[config.mk]
export PLATFORM = sky130hd
export DESIGN_NAME = fwa_annunciator
export DESIGN_NICKNAME = d
export VERILOG_FILES = /design/src/fwa_pkg.sv /design/src/fwa_annunciator.sv
export SDC_FILE = /design/constraint.sdc
export NUM_CORES = 1
export LEC_CHECK = 0
export ABC_AREA = 1
export BUFFER_PORTS_ARGS = -buffer_cell sky130_fd_sc_hd__clkbuf_2
export CAP_MARGIN = 20
export CELL_PAD_IN_SITES_DETAIL_PLACEMENT = 1
export CELL_PAD_IN_SITES_GLOBAL_PLACEMENT = 1
export CORE_UTILIZATION = 45
export CTS_BUF_LIST = sky130_fd_sc_hd__clkbuf_8
export CTS_CLUSTER_SIZE = 40
export DETAILED_ROUTE_END_ITERATION = 10
export GPL_TIMING_DRIVEN = 0
export HOLD_SLACK_MARGIN = 0.02
export PLACE_DENSITY_LB_ADDON = 0.1
export SLEW_MARGIN = 30
export SYNTH_ARGS = -nofsm -noshare
export SYNTH_HDL_FRONTEND = slang
export SYNTH_SLANG_ARGS = --single-unit
[constraint.sdc]
create_clock -name i_clk -period 6.3 [get_ports i_clk]
set_input_delay 0.945 -clock i_clk [delete_from_list [all_inputs] [get_ports i_clk]]
set_output_delay 0.945 -clock i_clk [all_outputs]
set_load 0.005 [all_outputs]
[src/fwa_pkg.sv]
// Purpose: Shared constants for the fault and warning annunciator
// Assumes: 20 MHz system clock, AHB-Lite register access
// Notes: Codes are held as three BCD digits
package fwa_pkg;

  localparam int FWA_NCODE = 40;
  localparam int FWA_IW = 6;

  // Code table, ascending; index is the bit in the fault and warning sets
  localparam logic [11:0] FWA_CODE [FWA_NCODE] = '{
    12'h101, 12'h102, 12'h103, 12'h104, 12'h105, 12'h106, 12'h125,
    12'h136, 12'h201, 12'h202, 12'h203, 12'h204, 12'h234, 12'h240,
    12'h501, 12'h503, 12'h519, 12'h521, 12'h523, 12'h531, 12'h536,
    12'h537, 12'h541, 12'h542, 12'h543, 12'h545, 12'h546, 12'h561,
    12'h562, 12'h564, 12'h565, 12'h621, 12'h623, 12'h624, 12'h625,
    12'h626, 12'h627, 12'h628, 12'h629, 12'h702};

  // Display priority per code, higher wins
  localparam logic [1:0] FWA_PRIO [FWA_NCODE] = '{
    2'h3, 2'h3, 2'h3, 2'h3, 2'h3, 2'h3, 2'h1, 2'h3, 2'h3, 2'h3,
    2'h3, 2'h2, 2'h2, 2'h2, 2'h2, 2'h2, 2'h2, 2'h2, 2'h2, 2'h2,
    2'h2, 2'h2, 2'h2, 2'h2, 2'h2, 2'h2, 2'h2, 2'h1, 2'h1, 2'h1,
    2'h1, 2'h3, 2'h3, 2'h3, 2'h3, 2'h3, 2'h3, 2'h1, 2'h1, 2'h1};

  // Set bit: fault brakes the load, clear bit: stage switched off
  localparam logic [39:0] FWA_BRAKE_MASK = 40'h00_7FC0_0000;

  // Register byte offsets
  localparam logic [7:0] FWA_OFS_CTRL = 8'h00;
  localparam logic [7:0] FWA_OFS_STAT = 8'h04;
  localparam logic [7:0] FWA_OFS_FLT_LO = 8'h08;
  localparam logic [7:0] FWA_OFS_FLT_HI = 8'h0C;
  localparam logic [7:0] FWA_OFS_WRN_LO = 8'h10;
  localparam logic [7:0] FWA_OFS_WRN_HI = 8'h14;
  localparam logic [7:0] FWA_OFS_CHTIME = 8'h18;

  // Control bit positions
  localparam int FWA_CTL_SWEN = 0;
  localparam int FWA_CTL_CLR = 1;
  localparam int FWA_CTL_IDENT = 2;

  // Display characters
  localparam logic [3:0] FWA_CH_F = 4'hA;
  localparam logic [3:0] FWA_CH_N = 4'hB;
  localparam logic [3:0] FWA_CH_BLANK = 4'hF;

  // Timing
  localparam int FWA_CLK_KHZ = 20000;
  localparam int FWA_IDENT_MS = 20000;
  localparam int FWA_BLINK_MS = 500;
  localparam int FWA_CHAR_MS = 500;
  localparam int FWA_IDENT_CYC = FWA_IDENT_MS * FWA_CLK_KHZ;
  localparam int FWA_BLINK_CYC = FWA_BLINK_MS * FWA_CLK_KHZ;
  localparam logic [31:0] FWA_CHAR_CYC = 32'(FWA_CHAR_MS * FWA_CLK_KHZ);

  typedef enum logic [2:0] {
    FWA_ST_PREFIX,
    FWA_ST_DIG2,
    FWA_ST_DIG1,
    FWA_ST_DIG0,
    FWA_ST_BREAK
  } fwa_state_t;

endpackage

[src/fwa_annunciator.sv]
// Purpose: Fault and warning annunciation with code display and enable
// Assumes: Sources are synchronous to i_clk; single word AHB transfers
// Notes: Char codes 0-9 digits, A = F, B = n, F = blank
// What this block does
// [RQ1] Any fault opens relay and stops or brakes stages, per fault type.
// [RQ2] Display shows the active code for as long as it is present.
// [RQ3] A warning shows the same number as its associated fault.
// [RQ4] Warnings alone never open relay nor disable power stages.
// [RQ5] Fault codes prefixed with F, warning codes with n.
// [RQ6] Show prefix, each digit, then a blank, repeating.
// [RQ7] Only highest priority code shown; all active faults stay recorded.
// [RQ8] Full active fault set readable by the controller.
// [RQ9] Identify command blinks the display for 20 s.
// [RQ10] Drive enable needs hardware enable, software enable, no fault.
// [RQ11] Clear command clears latched faults; persisting causes re-raise.
// [RQ12] Code 0 reserved; 101-106 integrity faults; n101, n102 warnings.
// [RQ13] Firmware and gate array version mismatch is code 136.
// [RQ14] Sync frame loss is 125; fieldbus loss is 702.
// [RQ15] Power faults 501, 503, 519, 521, 523, 531, 536, 537.
// [RQ16] Missing input phases 541, 542, 543.
// [RQ17] String current peak 545, continuous 546.
// [RQ18] Over eight nodes 562/561; node count drop 564/565.
// [RQ19] Board faults 621, 623 to 627.
// [RQ20] Lost string packages 628 and 629.
// [RQ21] Each character held a configurable cycle count.
// [RQ22] Fixed priority table; faults beat warnings; ties to lower code.
// [RQ23] Memory and temperature codes sit in the 2xx range.
//
// The implementer's own choices: the register offsets and register access over AHB-Lite.
module fwa_annunciator
  import fwa_pkg::*;
#(
  parameter int unsigned IDENT_CYC = FWA_IDENT_CYC,
  parameter int unsigned BLINK_CYC = FWA_BLINK_CYC
) (
  input wire logic i_clk,
  input wire logic i_rst_n,
  input wire logic i_hsel,
  input wire logic [7:0] i_haddr,
  input wire logic [1:0] i_htrans,
  input wire logic i_hwrite,
  input wire logic [2:0] i_hsize,
  input wire logic [31:0] i_hwdata,
  input wire logic i_hready,
  output logic o_hreadyout,
  output logic o_hresp,
  output logic [31:0] o_hrdata,
  input wire logic [FWA_NCODE-1:0] i_fault_src,
  input wire logic [FWA_NCODE-1:0] i_warn_src,
  input wire logic i_hardware_enable_input,
  output logic o_fault_relay_open,
  output logic o_stage_off,
  output logic o_brake,
  output logic o_drive_en,
  output logic [3:0] o_seg_char,
  output logic o_disp_on
);

  // Bus state
  logic wr_q;
  logic rd_wait_q;
  logic [7:0] addr_q;
  logic [31:0] hrdata_q;
  // Control and status
  logic software_enable_flag_q;
  logic [31:0] char_time_q;
  logic [FWA_NCODE-1:0] active_fault_list_q;
  logic [FWA_NCODE-1:0] warn_q;
  logic fault_relay_q;
  logic stage_off_q;
  logic brake_q;
  logic drive_en_q;
  // Display
  fwa_state_t st_q;
  logic [31:0] char_tmr_q;
  logic [11:0] cur_code_q;
  logic cur_fault_q;
  logic cur_valid_q;
  logic [3:0] seg_q;
  logic ident_act_q;
  logic [31:0] ident_cnt_q;
  logic [31:0] blink_cnt_q;
  logic blink_q;

  // Address phase and write decode
  wire logic take = i_hsel & i_htrans[1] & i_hready;
  wire logic wr_ctrl = wr_q & (addr_q == FWA_OFS_CTRL);
  wire logic wr_chtime = wr_q & (addr_q == FWA_OFS_CHTIME);
  wire logic clr_pls = wr_ctrl & i_hwdata[FWA_CTL_CLR];
  wire logic ident_pls = wr_ctrl & i_hwdata[FWA_CTL_IDENT];

  // Faults latch, clear yields to a new event
  wire logic [FWA_NCODE-1:0] fault_d =
    (active_fault_list_q & ~{FWA_NCODE{clr_pls}}) | i_fault_src; // RQ11
  wire logic any_fault = |active_fault_list_q;
  wire logic any_warn = |warn_q;

  // Priority selection
  logic [2:0] best_key;
  logic [FWA_IW-1:0] best_idx;
  logic best_fault;
  logic best_valid;

  always_comb begin
    best_key = 3'h0;
    best_idx = '0;
    best_fault = 1'b0;
    best_valid = 1'b0;
    // Walk downward so that ties settle on the lower code
    for (int i = FWA_NCODE - 1; i >= 0; i--) begin
      if (active_fault_list_q[i] &&
          {1'b1, FWA_PRIO[i]} >= best_key) begin // RQ22
        best_key = {1'b1, FWA_PRIO[i]};
        best_idx = FWA_IW'(i);
        best_fault = 1'b1;
        best_valid = 1'b1;
      end else if (warn_q[i] && !best_fault &&
                   {1'b0, FWA_PRIO[i]} >= best_key) begin // RQ7
        best_key = {1'b0, FWA_PRIO[i]};
        best_idx = FWA_IW'(i);
        best_valid = 1'b1;
      end
    end
  end

  // Warnings share the code table with faults
  wire logic [11:0] best_code = FWA_CODE[best_idx]; // RQ3 RQ12 RQ13

  // Read mux
  wire logic [31:0] stat_word = {4'h0, cur_code_q, 10'h000, cur_fault_q,
    cur_valid_q, ident_act_q, drive_en_q, any_warn, any_fault};
  logic [31:0] rd_mux;

  always_comb begin
    if (addr_q == FWA_OFS_CTRL) begin
      rd_mux = {31'h0, software_enable_flag_q};
    end else if (addr_q == FWA_OFS_STAT) begin
      rd_mux = stat_word;
    end else if (addr_q == FWA_OFS_FLT_LO) begin
      rd_mux = active_fault_list_q[31:0]; // RQ8
    end else if (addr_q == FWA_OFS_FLT_HI) begin
      rd_mux = {24'h0, active_fault_list_q[39:32]}; // RQ8
    end else if (addr_q == FWA_OFS_WRN_LO) begin
      rd_mux = warn_q[31:0];
    end else if (addr_q == FWA_OFS_WRN_HI) begin
      rd_mux = {24'h0, warn_q[39:32]};
    end else if (addr_q == FWA_OFS_CHTIME) begin
      rd_mux = char_time_q;
    end else begin
      rd_mux = 32'h0000_0000;
    end
  end

  // AHB-Lite slave: writes zero wait, reads one wait state
  always_ff @(posedge i_clk or negedge i_rst_n) begin
    if (!i_rst_n) begin
      wr_q <= 1'b0;
      rd_wait_q <= 1'b0;
      addr_q <= 8'h00;
    end else begin
      wr_q <= take & i_hwrite;
      rd_wait_q <= take & ~i_hwrite;
      if (take) begin
        addr_q <= {i_haddr[7:2], 2'b00};
      end
    end
  end

  // Read data sampled in the wait cycle, so a write just before is seen
  always_ff @(posedge i_clk or negedge i_rst_n) begin
    if (!i_rst_n) begin
      hrdata_q <= 32'h0000_0000;
    end else if (rd_wait_q) begin
      hrdata_q <= rd_mux;
    end
  end

  assign o_hreadyout = ~rd_wait_q;
  assign o_hresp = 1'b0;
  assign o_hrdata = hrdata_q;

  // Software registers
  always_ff @(posedge i_clk or negedge i_rst_n) begin
    if (!i_rst_n) begin
      software_enable_flag_q <= 1'b0;
      char_time_q <= FWA_CHAR_CYC;
    end else begin
      if (wr_ctrl) begin
        software_enable_flag_q <= i_hwdata[FWA_CTL_SWEN];
      end
      if (wr_chtime) begin
        char_time_q <= i_hwdata; // RQ21
      end
    end
  end

  // Fault record and power actions
  always_ff @(posedge i_clk or negedge i_rst_n) begin
    if (!i_rst_n) begin
      active_fault_list_q <= '0;
      warn_q <= '0;
      fault_relay_q <= 1'b0;
      stage_off_q <= 1'b0;
      brake_q <= 1'b0;
      drive_en_q <= 1'b0;
    end else begin
      active_fault_list_q <= fault_d; // RQ7
      warn_q <= i_warn_src;
      // Only faults reach the power path, never warnings
      fault_relay_q <= |fault_d; // RQ1 RQ4
      brake_q <= |(fault_d & FWA_BRAKE_MASK); // RQ1 RQ4
      stage_off_q <= |(fault_d & ~FWA_BRAKE_MASK); // RQ1 RQ4
      drive_en_q <= i_hardware_enable_input & software_enable_flag_q &
                    ~(|fault_d); // RQ10
    end
  end

  assign o_fault_relay_open = fault_relay_q;
  assign o_stage_off = stage_off_q;
  assign o_brake = brake_q;
  assign o_drive_en = drive_en_q;

  // Character sequencer
  wire logic adv = (char_tmr_q == 32'h0000_0000);
  wire logic [31:0] char_load =
    (char_time_q == 32'h0000_0000) ? 32'h0000_0000 : char_time_q - 32'h1;

  always_ff @(posedge i_clk or negedge i_rst_n) begin
    if (!i_rst_n) begin
      st_q <= FWA_ST_BREAK;
      char_tmr_q <= 32'h0000_0000;
      cur_code_q <= 12'h000;
      cur_fault_q <= 1'b0;
      cur_valid_q <= 1'b0;
    end else if (wr_chtime) begin
      // New hold applies at once; the running char is cut short
      char_tmr_q <= 32'h0000_0000; // RQ21
    end else if (adv) begin
      char_tmr_q <= char_load; // RQ21
      case (st_q)
        FWA_ST_PREFIX: begin
          st_q <= FWA_ST_DIG2; // RQ6
        end
        FWA_ST_DIG2: begin
          st_q <= FWA_ST_DIG1;
        end
        FWA_ST_DIG1: begin
          st_q <= FWA_ST_DIG0;
        end
        FWA_ST_DIG0: begin
          st_q <= FWA_ST_BREAK;
        end
        default: begin
          // Code taken once per pass, so digits never mix two codes
          st_q <= FWA_ST_PREFIX;
          cur_code_q <= best_valid ? best_code : 12'h000; // RQ2 RQ12
          cur_fault_q <= best_fault;
          cur_valid_q <= best_valid;
        end
      endcase
    end else begin
      char_tmr_q <= char_tmr_q - 32'h1;
    end
  end

  logic [3:0] seg_d;

  always_comb begin
    seg_d = FWA_CH_BLANK;
    if (cur_valid_q) begin
      case (st_q)
        FWA_ST_PREFIX: seg_d = cur_fault_q ? FWA_CH_F : FWA_CH_N; // RQ5
        FWA_ST_DIG2: seg_d = cur_code_q[11:8]; // RQ14 RQ15 RQ16
        FWA_ST_DIG1: seg_d = cur_code_q[7:4]; // RQ17 RQ18 RQ19
        FWA_ST_DIG0: seg_d = cur_code_q[3:0]; // RQ20 RQ23
        default: seg_d = FWA_CH_BLANK;
      endcase
    end
  end

  always_ff @(posedge i_clk or negedge i_rst_n) begin
    if (!i_rst_n) begin
      seg_q <= FWA_CH_BLANK;
    end else begin
      seg_q <= seg_d;
    end
  end

  assign o_seg_char = seg_q;

  // Identify blink; a new command restarts the full period
  wire logic ident_end = ident_act_q & (ident_cnt_q == 32'h0000_0000);
  wire logic blink_flip = (blink_cnt_q == 32'h0000_0000);

  always_ff @(posedge i_clk or negedge i_rst_n) begin
    if (!i_rst_n) begin
      ident_act_q <= 1'b0;
      ident_cnt_q <= 32'h0000_0000;
      blink_cnt_q <= 32'h0000_0000;
      blink_q <= 1'b0;
    end else if (ident_pls) begin
      ident_act_q <= 1'b1; // RQ9
      ident_cnt_q <= IDENT_CYC - 1;
      blink_cnt_q <= BLINK_CYC - 1;
      blink_q <= 1'b0;
    end else if (ident_act_q) begin
      ident_act_q <= ~ident_end; // RQ9
      ident_cnt_q <= ident_cnt_q - 32'h1;
      blink_cnt_q <= blink_flip ? BLINK_CYC - 1 : blink_cnt_q - 32'h1;
      blink_q <= blink_flip ? ~blink_q : blink_q;
    end
  end

  assign o_disp_on = ~ident_act_q | blink_q;
endmodule // fwa_annunciator

==> metrics.md, run 1 <==
| Metric | Value |
|---|---|
| Status | complete, no violations |
| Crit path largest cell delay | 0.47 ns |
| Netlist Area Pre-Place | 15700 um^2 |
| DR vias | 15500 |
| Sequential area share after synthesis | 0.438 |
| Least-Margin Pin Slew | 0.951 ns |
| Busiest grt layer | met2 |
| M3 GR Usage | 0.0620 |
| CP top delay family | simple AND/OR/NAND/NOR gates |
| Buf/Inv on CP | 4 |
| H-Tree Depth | 2 |
| Post-synth EDFFs | 0 |
| Peak supply drop | 230 uV |
| CP Max Fanout | 7 |
| Worst Setup Path Type | reg -> reg |
| DP Cell Count | ~2700 |
| Cts bufs inserted | 50 |
| Routed WL | 56000 um |
| Routed Antenna Nets | 0 |
| Clock Skews | 0.0288 ns |
| Diodes inserted | 0 |
| Most frequent cells in the layout | inv_1 (346), nand2_1 (309), nor2_1 (279) |
| Layout cells sized above 1 | 0.190 |
| DIE HEIGHT | 189 um |
| Max clock buf depth | 3 |
| WL/cell | 20.1 um |
| Hold WS | 0.323 ns |
| CTS tree | done |
| Clock-pin slew on the worst setup and hold paths | 0.06 ns |
| Most used cell, CP | nand2_2 |
| CTS sink count | 274 |
| Die ar. | 35600 um^2 |
| Fillers | 4363 |
| Syn_area_per_cell | around 7.6 um^2 |
| Final max-slew violation count | 0 |
| Starting Density | 0.455 |
| Pwr dens | 269 nW/um^2 |
| CTS Root Cell | clkbuf_8 |
| Met2 Track Usage GR | 0.514 |
| DR iter-0 viols | between 900 and 1000 |
| Most used flip-flop cell after synthesis | dfrtp_1 |
| Syn nets | 2196 |
| Finished Layout Cells | around 2800 |
| GP Congestion | ~0.9 |
| RSZ-0062 raised after global routing | true |
| CP required | 6.83 ns |
| Cell variety after synth | 70 |
| Arrival time worst endpoint | 6.61 ns |
| Hold Buf Count CTS | 0 |
| Commonest non-fill, non-tap cell in the layout | inv_1 |
| Number of warnings issued by yosys | 0 |
| Endpoints failing setup | 0 |
| Syn-to-layout area delta | 19.1% |
| IO buf count | between 150 and 200 |
| Final core utilization | 0.542 |
| Vias per cell | approximately 5.5 |
| Minimum clock period | 6.08 ns |
| Hold Path Class | in -> async |
| Met1 Track Usage GR | 0.409 |
| First-pass GRT wire length | 86800 um |
| Element type at the critical path end | register |
| Critical path's slowest cell | dfrtp_1 |
| Row cnt | 68 |
| Die X | 189 um |
| MaxCap Viol Count | 0 |
| Core area | 34500 um^2 |
| DR DRC count | 0 |
| Clk Latency, worst-skew pair | 0.66 ns |
| Num ports | 174 |
| Asr flop ratio synth | 1.00 |
| Initial antenna violation count | 1 |
| Final hold violations | 0 |
| Layout Nets | around 2400 |
| Critical Path Start Type | register |
| Gate Count Post-Synth | 2053 |
| Largest net degree at the start of global routing | 81 |
| FMAX | 0.165 GHz |
| Fin crit share | 0.965 |
| Worst rel slew slack | 0.363 |
| Initial DRT Pass Iterations | 6 |
| All-layer global routing usage | 0.316 |
| Leak | 8.75 nW |
| DP HPWL | 43400 um |
| Number of synthesized register bits | 274 |
| Vias in the first global route | 16000 |
| Remaining global-route overflow | 0 |
-- through the flow --
step / setup slack (ns) / cell area, um^2 / total power [mW] / TNS (ns)
6_report: 0.222 / 18700 / 5.03 / 0
5_1_grt: -0.214 / 18700 / 5.29 / -1.16
4_1_cts: 0.00453 / 18300 / 5.07 / 0
3_5_place_dp: -0.000238 / 17200 / 3.20 / -0.000449
3_3_place_gp: -1.65 / 17100 / 3.14 / -421.58
2_1_floorplan: 1.06 / 15700 / 2.79 / 0
-- report_power, final --
| group | switching [mW] | total [mW] | internal, mW |
|---|---|---|---|
| Sequential | 0.279 | 2.32 | 2.04 |
| Clock | 0.820 | 1.84 | 1.02 |
| Combinational | 0.540 | 0.870 | 0.330 |
-- cell usage after synthesis, types with 5 or more instances --
| cell type | n | area, um^2 |
|---|---|---|
| inv_1 | 335 | 1260 |
| nand2_1 | 318 | 1190 |
| nor2_1 | 285 | 1070 |
| dfrtp_1 | 261 | 6530 |
| o21ai_0 | 175 | 876 |
| a21oi_1 | 98 | 490 |
| nand3_1 | 76 | 380 |
| nor3_1 | 46 | 230 |
| nand4_1 | 42 | 263 |
| o22ai_1 | 36 | 225 |
| clkbuf_1 | 33 | 124 |
| nor4_1 | 33 | 206 |
| xor2_1 | 30 | 263 |
| inv_2 | 20 | 75.1 |
| nand2_2 | 19 | 119 |
| o21bai_1 | 18 | 135 |
| o211ai_1 | 17 | 128 |
| nor2_2 | 16 | 100 |
| a221oi_1 | 13 | 114 |
| dfstp_2 | 13 | 342 |
| ha_1 | 12 | 150 |
| nand2_4 | 10 | 113 |
| a31oi_1 | 9 | 56.3 |
| o21ai_1 | 9 | 45.0 |
| xnor2_1 | 9 | 78.8 |
| nand3_2 | 8 | 80.1 |
| a21o_1 | 7 | 52.6 |
| clkinv_1 | 7 | 26.3 |
| o221ai_1 | 7 | 61.3 |
| nor2_4 | 6 | 67.6 |
| nor3_2 | 6 | 60.1 |
| a21oi_2 | 5 | 43.8 |
| nor3_4 | 5 | 81.3 |
| o2111ai_1 | 5 | 43.8 |
| o311ai_0 | 5 | 43.8 |
| or2_2 | 5 | 31.3 |
-- flip-flops by register name, summed over array words and instances (netlist names), 6 cells and up --
name and flops:
char_time_q 32, o_hrdata 32, ident_cnt_q 32, cur_code_q 10, blink_cnt_q 32, active_fault_list_q 40
char_tmr_q 32, addr_q 6, warn_q 40
-- layer usage --
layer	vias to the layer above	share of wire
li1	7249	-
met1	7589	0.43
met2	489	0.47
met3	132	0.065
met4	0	0.039
met5	-	0
-- layout make-up --
class | count | area, um^2 | area share
Clock inverter | 31 | 231 | 0.0124
Sequential cell | 274 | 6870 | 0.368
Inverter | 365 | 1380 | 0.0739
Buffer | 39 | 169 | 0.00905
Clock buffer | 62 | 853 | 0.0457
Timing Repair Buffer | 193 | 1110 | 0.0592
Multi-Input combinational cell | 1375 | 7490 | 0.401
Tap cell | 455 | 569 | 0.0305
-- worst paths after layout --
check | from | to | slack (ns) | cells after the start
max | active_fault_list_q[34] | cur_code_q[5] | 0.22 | 53
min | i_rst_n | char_tmr_q[26] | 0.32 | 1
max reg2reg | active_fault_list_q[34] | cur_code_q[5] | 0.22 | 53
min reg2reg | o_hrdata[27] | o_hrdata[27] | 0.49 | 2
max in group asynchronous | i_rst_n | o_seg_char[2] | 5.11 | 2
min in group i_clk | i_warn_src[5] | warn_q[5] | 0.40 | 1
-- what timing repair did --
action	4_1_cts	5_1_grt
gates resized for setup	3	55
pin swaps	0	38
setup buffers	0	24
setup endpoints to repair	2	9
-- cell families (layout without fill, tap and decap cells) --
logic type,Yosys count,count (layout),share of synthesized area
simple gates,888,888,0.263
compound gates,431,431,0.165
buf+inv,404,690,0.0986
flops,274,274,0.438
xor+xnor,39,39,0.0218
fa+ha+maj,12,12,0.00957
mux,4,4,0.00287
other cells,1,1,0.000239
No activity file was read; power rests on OpenSTA's default activity.
==> run 2, diff against run 1 <==
- GPL_ROUTABILITY_DRIVEN: unset -> 0
- GPL_TIMING_DRIVEN: 0 -> unset
==> metrics.md, run 2 (synthesis results as in run 1) <==
| Metric | Value |
|---|---|
| Diodes inserted | 0 (unchanged) |
| Endpoints failing setup | 0 (unchanged) |
| Initial antenna violation count | 2 (+1) |
| WL/cell | 19.7 um (-2.0%) |
| Crit path largest cell delay | 0.44 ns (-0.03 ns) |
| Hold WS | 0.287 ns (-0.0351 ns) |
| First-pass GRT wire length | 86100 um (-0.78%) |
| H-Tree Depth | 2 (unchanged) |
| Clock power share | 0.367 (about the same) |
| Worst rel slew slack | 0.329 (-0.0348) |
| Peak supply drop | 202 uV (-12%) |
| All-layer global routing usage | 0.308 (-0.00723) |
| Pwr dens | 270 nW/um^2 (+0.37%) |
| Hold Path Class | in -> async |
| DR DRC count | 0 (unchanged) |
| Most used cell, CP | nand2_2 |
| Clock-pin slew on the worst setup and hold paths | 0.07 ns (about the same) |
| Critical path's slowest cell | dfrtp_2 |
| Sequential Power Share | 0.460 (about the same) |
| Post-Place Setup Slack | 0.159 ns (+0.160 ns) |
| Finished Layout Cells | 2772 (-0.79%) |
| CP required | 6.82 ns (about the same) |
| Max clock buf depth | 3 (unchanged) |
| Critical Path Start Type | register |
| Switching Fraction | 0.325 (-0.000784) |
| Minimum clock period | 6.03 ns (-0.0457 ns) |
| CP Max Fanout | 8 (+1) |
| Layout cells sized above 1 | 0.199 (+0.00871) |
| Status | complete, no violations |
| Arrival time worst endpoint | 6.55 ns (-0.06 ns) |
| DR iter-0 viols | 663 (-33%) |
| Crit path depth | 53 (unchanged) |
| R2R Path Start | active_fault_list_q[36] |
| Most frequent cells in the layout | inv_1 (347), nand2_1 (308), nor2_1 (278) |
| Syn-to-layout area delta | 18.8% |
| Starting Density | 0.455 (unchanged) |
| CP top delay family | simple AND/OR/NAND/NOR gates |
| Cts bufs inserted | 50 (unchanged) |
| Pint | 3.40 mW (+0.31%) |
| IO buf count | 166 (unchanged) |
| Num ports | 174 (unchanged) |
| Final core utilization | 0.541 (-0.000944) |
| Routed WL | 54500 um (-2.8%) |
| FMAX | 0.166 GHz (+0.76%) |
| Row cnt | 68 (unchanged) |
| Remaining global-route overflow | 0 (unchanged) |
| Final hold violations | 0 (unchanged) |
| Initial DRT Pass Iterations | 4 (-2) |
| Layout Nets | 2419 (-0.90%) |
| Critical Path Sink | cur_code_q[2] |
| Vias in the first global route | 15900 (-0.019%) |
| CTS sink count | 274 (unchanged) |
| MaxCap Viol Count | 0 (unchanged) |
| CTS tree | done |
| Clock Skews | 0.0262 ns (-0.00259 ns) |
| CP startpoint | active_fault_list_q[36] |
| Die ar. | 35600 um^2 (unchanged) |
| Worst reg2reg endpoint | cur_code_q[2] |
| Core area | 34500 um^2 (unchanged) |
| Fin crit share | 0.957 (-0.00725) |
| R2r setup slk | 0.27 ns (+0.05 ns) |
| RSZ-0062 raised after global routing | true |
| Leak | 8.73 nW (-0.23%) |
| DIE HEIGHT | 189 um (unchanged) |
| Worst Setup Path Type | reg -> reg |
| Die X | 189 um (unchanged) |
| DP Cell Count | 2649 (-1.0%) |
| FF-to-FF path depth | 53 (unchanged) |
| DR vias | 15200 (-1.9%) |
| Fillers | 4343 (-0.46%) |
| Least-Margin Pin Slew | 1.00 ns (+0.0481 ns) |
| Vias per cell | 5.47 (-1.1%) |
| Hold Buf Count CTS | 0 (unchanged) |
| Total power | 5.04 mW (+0.20%) |
| Combinational Power Share | 0.173 (about the same) |
| DP HPWL | 40400 um (-7.0%) |
| Clk Latency, worst-skew pair | 0.65 ns (about the same) |
| Final max-slew violation count | 0 (unchanged) |
| Element type at the critical path end | register |
| Routed Antenna Nets | 0 (unchanged) |
| Commonest non-fill, non-tap cell in the layout | inv_1 |
| CTS Root Cell | clkbuf_8 |
| Psw | 1.64 mW (about the same) |
| Min setup slack post-route | 0.268 ns (+0.0457 ns) |
| Biggest regs | active_fault_list_q: 40 flops, warn_q: 40 flops |
| Buf/Inv on CP | 4 (unchanged) |
| Largest net degree at the start of global routing | 133 (+64%) |
-- run 2: cell types whose count changed in the layout (fill, tap and decap cells not counted), sizes merged --
cell,change
clkinv,-6
buf,+13
bufinv,-1
clkinvlp,+1
clkbuf,-30
inv,+1
-- run 2: repair_timing --
| action | in CTS | in global routing |
|---|---|---|
| buffers inserted | 0 | 30 |
| gates resized for setup | 0 | 56 |
| endpoints found under the setup margin | 0 | 9 |
-- run 2: power groups by stage --
stage	Sequential [mW]	Combinational (mW)	Clock, mW
3_3_place_gp	2.32	0.826	0
5_1_grt	2.35	0.990	1.96
6_report	2.32	0.872	1.85
3_5_place_dp	2.34	0.866	0
2_1_floorplan	2.25	0.542	0
4_1_cts	2.31	0.874	1.89
-- run 2: metal layers --
metal,global-route usage,part of all wire,vias to the layer above
met1,0.400,0.44,7491
met2,0.506,0.48,369
met3,0.0626,0.053,102
met4,0.118,0.034,2
met5,0,0.00029,-
li1,-,-,7208
-- run 2: area by class of cell --
cell class / count / area [um^2] / share of cell area
Multi-Input combinational cell: 1375 / 7520 / 0.404
Sequential cell: 274 / 6880 / 0.369
Tap cell: 455 / 569 / 0.0305
Clock inverter: 26 / 171 / 0.00920
Inverter: 365 / 1380 / 0.0739
Clock buffer: 67 / 922 / 0.0495
Timing Repair Buffer: 210 / 1200 / 0.0644
-- run 2: how the worst min path moves through the flow --
stage,start,to,slack [ns],depth (start not counted)
floorplan,char_tmr_q[0],char_tmr_q[0],0.44,1
global placement,o_hrdata[27],o_hrdata[27],0.47,2
detailed placement,char_tmr_q[0],char_tmr_q[0],0.47,1
CTS,i_rst_n,char_time_q[24],0.26,1
global route,i_rst_n,char_time_q[18],0.31,1
finish,i_rst_n,char_time_q[18],0.29,1
-- run 2: through the flow --
stage          TNS [ns]  cell area, um^2
4_1_cts               0            18200
6_report              0            18600
2_1_floorplan         0            15700
3_3_place_gp          0            17100
5_1_grt          -0.554            18600
3_5_place_dp          0            17100
==> run 3, diff against run 2 <==
- ABC_AREA: 1 -> unset
- CORE_UTILIZATION: 45 -> 47
==> metrics.md, run 3 <==
| Metric | Value |
|---|---|
| RSZ-0062 raised after global routing | false |
| Critical Path Start Type | register |
| Status | complete, no violations |
| Die ar. | 33700 um^2 (-5.3%) |
| Pwr dens | 254 nW/um^2 (-6.1%) |
| Syn-to-layout area delta | 14.0% |
| CP Max Fanout | 14 (+6) |
| Final hold violations | 0 (unchanged) |
| Combinational Power Share | 0.143 (-0.030) |
| Commonest non-fill, non-tap cell in the layout | dfrtp_1 |
| Final max-slew violation count | 0 (unchanged) |
| Commonest cells post-synth | dfrtp_1 (261), nand2_1 (244), nor2_1 (153) |
| Synth top area cells | dfrtp_1 (42%), nand2_1 (5.9%), nor2_1 (3.7%) |
| Pint | 3.12 mW (-8.2%) |
| Num ports | 174 (unchanged) |
| Fillers | 3921 (-9.7%) |
| Hold WS | 0.353 ns (+0.0653 ns) |
| Element type at the critical path end | register |
| Least-Margin Pin Slew | 1.02 ns (+0.0247 ns) |
| R2R Path Start | active_fault_list_q[36] |
| Post-CTS resize count | 0 (unchanged) |
| Syn_area_per_cell | 8.96 um^2 (+17%) |
| Sequential area share after synthesis | 0.443 (+0.00491) |
| Layout Nets | 2027 (-16%) |
| R2r setup slk | 0.64 ns (+0.37 ns) |
| Clock Skews | 0.0336 ns (+0.00737 ns) |
| Cts bufs inserted | 48 (-4.0%) |
| Remaining global-route overflow | 0 (unchanged) |
| Clk Latency, worst-skew pair | 0.64 ns (about the same) |
| Vias in the first global route | 14500 (-8.9%) |
| Switching Fraction | 0.305 (-0.0205) |
| First-pass GRT wire length | 83100 um (-3.5%) |
| Setup TNS | 0 ns (unchanged) |
| MaxCap Viol Count | 0 (unchanged) |
| Crit path largest cell delay | 0.78 ns (+0.34 ns) |
| Hold Buf Count CTS | 0 (unchanged) |
| Post-synth top area share | 0.421 (+0.00467) |
| Area leader, netlist | dfrtp_1 |
| CTS tree | done |
| Crit path cell chain | or4_1 > nor4_4 > nand4_1 > o31ai_1 > a41oi_2 > nand4_1 > nand3_1 > a2111oi_0 > o211ai_1 > a31oi_1 > inv_1 > ha_1 > nor2_1 > a21oi_1 > or3_1 > a32o_1 |
| Postcts setup bufs | 0 (unchanged) |
| Total power | 4.49 mW (-11%) |
| DIE HEIGHT | 184 um (-2.7%) |
| Final core utilization | 0.544 (+0.00272) |
| Endpoints failing setup | 0 (unchanged) |
| Register area | 6870 um^2 (about the same) |
| DR iter-0 viols | 1441 (+120%) |
| Peak supply drop | 164 uV (-19%) |
| Initial DRT Pass Iterations | 9 (+5) |
| Worst reg2reg endpoint | cur_code_q[5] |
| Starting Density | 0.477 (+0.0215) |
| DP HPWL | 40800 um (+1.0%) |
| Hold Path Class | in -> async |
| Routed WL | 54300 um (-0.29%) |
| DR DRC count | 0 (unchanged) |
| Cell variety after synth | 100 (+43%) |
| CP required | 6.81 ns (about the same) |
| CTS Root Cell | clkbuf_8 |
| DR vias | 14700 (-3.3%) |
| Post-synth EDFFs | 0 (unchanged) |
| Routed Antenna Nets | 0 (unchanged) |
| Netlist Area Pre-Place | 15500 um^2 (-1.1%) |
| Number of synthesized register bits | 274 (unchanged) |
| Biggest regs | active_fault_list_q: 40 flops, warn_q: 40 flops |
| Gate Count Post-Synth | 1731 (-16%) |
| IO buf count | 166 (unchanged) |
| Asr flop ratio synth | 1.00 (unchanged) |
| Worst rel slew slack | 0.317 (-0.0114) |
| Psw | 1.37 mW (-17%) |
| Leak | 7.16 nW (-18%) |
| Fin crit share | 0.898 (-0.0594) |
| Largest net degree at the start of global routing | 165 (+24%) |
| Initial antenna violation count | 0 (-2) |
| Number of warnings issued by yosys | 0 (unchanged) |
| Top-count cell post-synth | dfrtp_1 |
| Clock-pin slew on the worst setup and hold paths | 0.06 ns (about the same) |
| Sequential Power Share | 0.498 (+0.038) |
| WL/cell | 23.0 um (+17%) |
| CTS sink count | 274 (unchanged) |
| Worst Setup Path Type | reg -> reg |
| Layout cells sized above 1 | 0.176 (-0.0229) |
| Row cnt | 66 (-2.9%) |
| Clock power share | 0.359 (-0.008) |
| All-layer global routing usage | 0.324 (+0.0153) |
| Die X | 184 um (-2.7%) |
| Area of the multi-input gates | 8170 um^2 (+8.7%) |
| FMAX | 0.177 GHz (+6.6%) |
| Most used flip-flop cell after synthesis | dfrtp_1 |
| Most frequent cells in the layout | dfrtp_1 (261), nand2_1 (244), clkbuf_2 (165) |
| H-Tree Depth | 2 (unchanged) |
| Max clock buf depth | 3 (unchanged) |
| Core area | 32500 um^2 (-5.6%) |
| Arrival time worst endpoint | 6.17 ns (-0.38 ns) |
| Critical path's slowest cell | or4_1 |
| Minimum clock period | 5.66 ns (-0.374 ns) |
| Syn nets | 1874 (-15%) |
| Vias per cell | 6.21 (+13%) |
| Most used cell, CP | nand4_1 |
| FF-to-FF path depth | 16 (-70%) |
-- run 3: changes by cell type in the layout (fill, tap and decap cells not counted), moves of 43 or more --
cell,delta
inv_1,-289
nand2_1,-64
nor2_1,-125
xnor2_1,+43
o21ai_0,-94
a21o_1,+43
-- run 3: cell type report --
type,instances,area share
flip-flops and latches,274,0.389
clock buffers,60,0.0467
diodes,1,0.000141
repair buffers,185,0.0574
well taps,442,0.0313
inverters,37,0.00785
clock inverters,26,0.00594
multi-input cells,1338,0.462
-- run 3: worst max-delay path by stage --
stage | startpoint | cells past startpoint | endpoint | slack, ns
global route | active_fault_list_q[36] | 16 | cur_code_q[5] | 0.40
detailed placement | active_fault_list_q[36] | 16 | cur_code_q[5] | 0.78
floorplan | active_fault_list_q[35] | 17 | cur_code_q[5] | 1.88
global placement | active_fault_list_q[36] | 16 | cur_code_q[5] | 0.94
CTS | active_fault_list_q[36] | 16 | cur_code_q[5] | 0.80
finish | active_fault_list_q[36] | 16 | cur_code_q[5] | 0.64
-- run 3: routing by layer --
metal,track usage,routed length [um]
met1,0.449,23600
met2,0.483,23600
met3,0.0761,5080
met4,0.138,2070
met5,0,0
-- run 3: cells by family after synthesis --
logic type | count (synthesis) | synth area share
xor+xnor | 83 | 0.0469
other cells | 1 | 0.000242
compound gates | 451 | 0.199
buf+inv | 119 | 0.0306
simple gates | 765 | 0.252
mux | 26 | 0.0184
fa+ha+maj | 12 | 0.00968
flops | 274 | 0.443
-- run 3: per-stage QoR --
stage / instance area (um^2) / std cells / setup WS [ns]
floorplan: 15500 / 1731 / 1.88
global placement: 16700 / 2275 / 0.936
detailed placement: 16700 / 2275 / 0.780
CTS: 17700 / 2361 / 0.797
global route: 17700 / 2362 / 0.397
finish: 17700 / 2363 / 0.642
-- run 3: power groups by stage --
stage | combinational [mW] | sequential, mW | clock [mW]
after floorplan | 0.410 | 2.16 | 0
after CTS | 0.645 | 2.23 | 1.65
after global routing | 0.725 | 2.26 | 1.72
after detailed placement | 0.640 | 2.26 | 0
after global placement | 0.607 | 2.24 | 0
final | 0.641 | 2.24 | 1.61
-- run 3: worst max-delay path: cells and delay by family, from the launching register on --
family	cells	cell delay [ns]
and+or+nand+nor	7	2.35
AOI/OAI and AO/OA	7	2.20
adders and majority gates	1	0.29
DFF	1	0.58
buffers and inverters	1	0.15
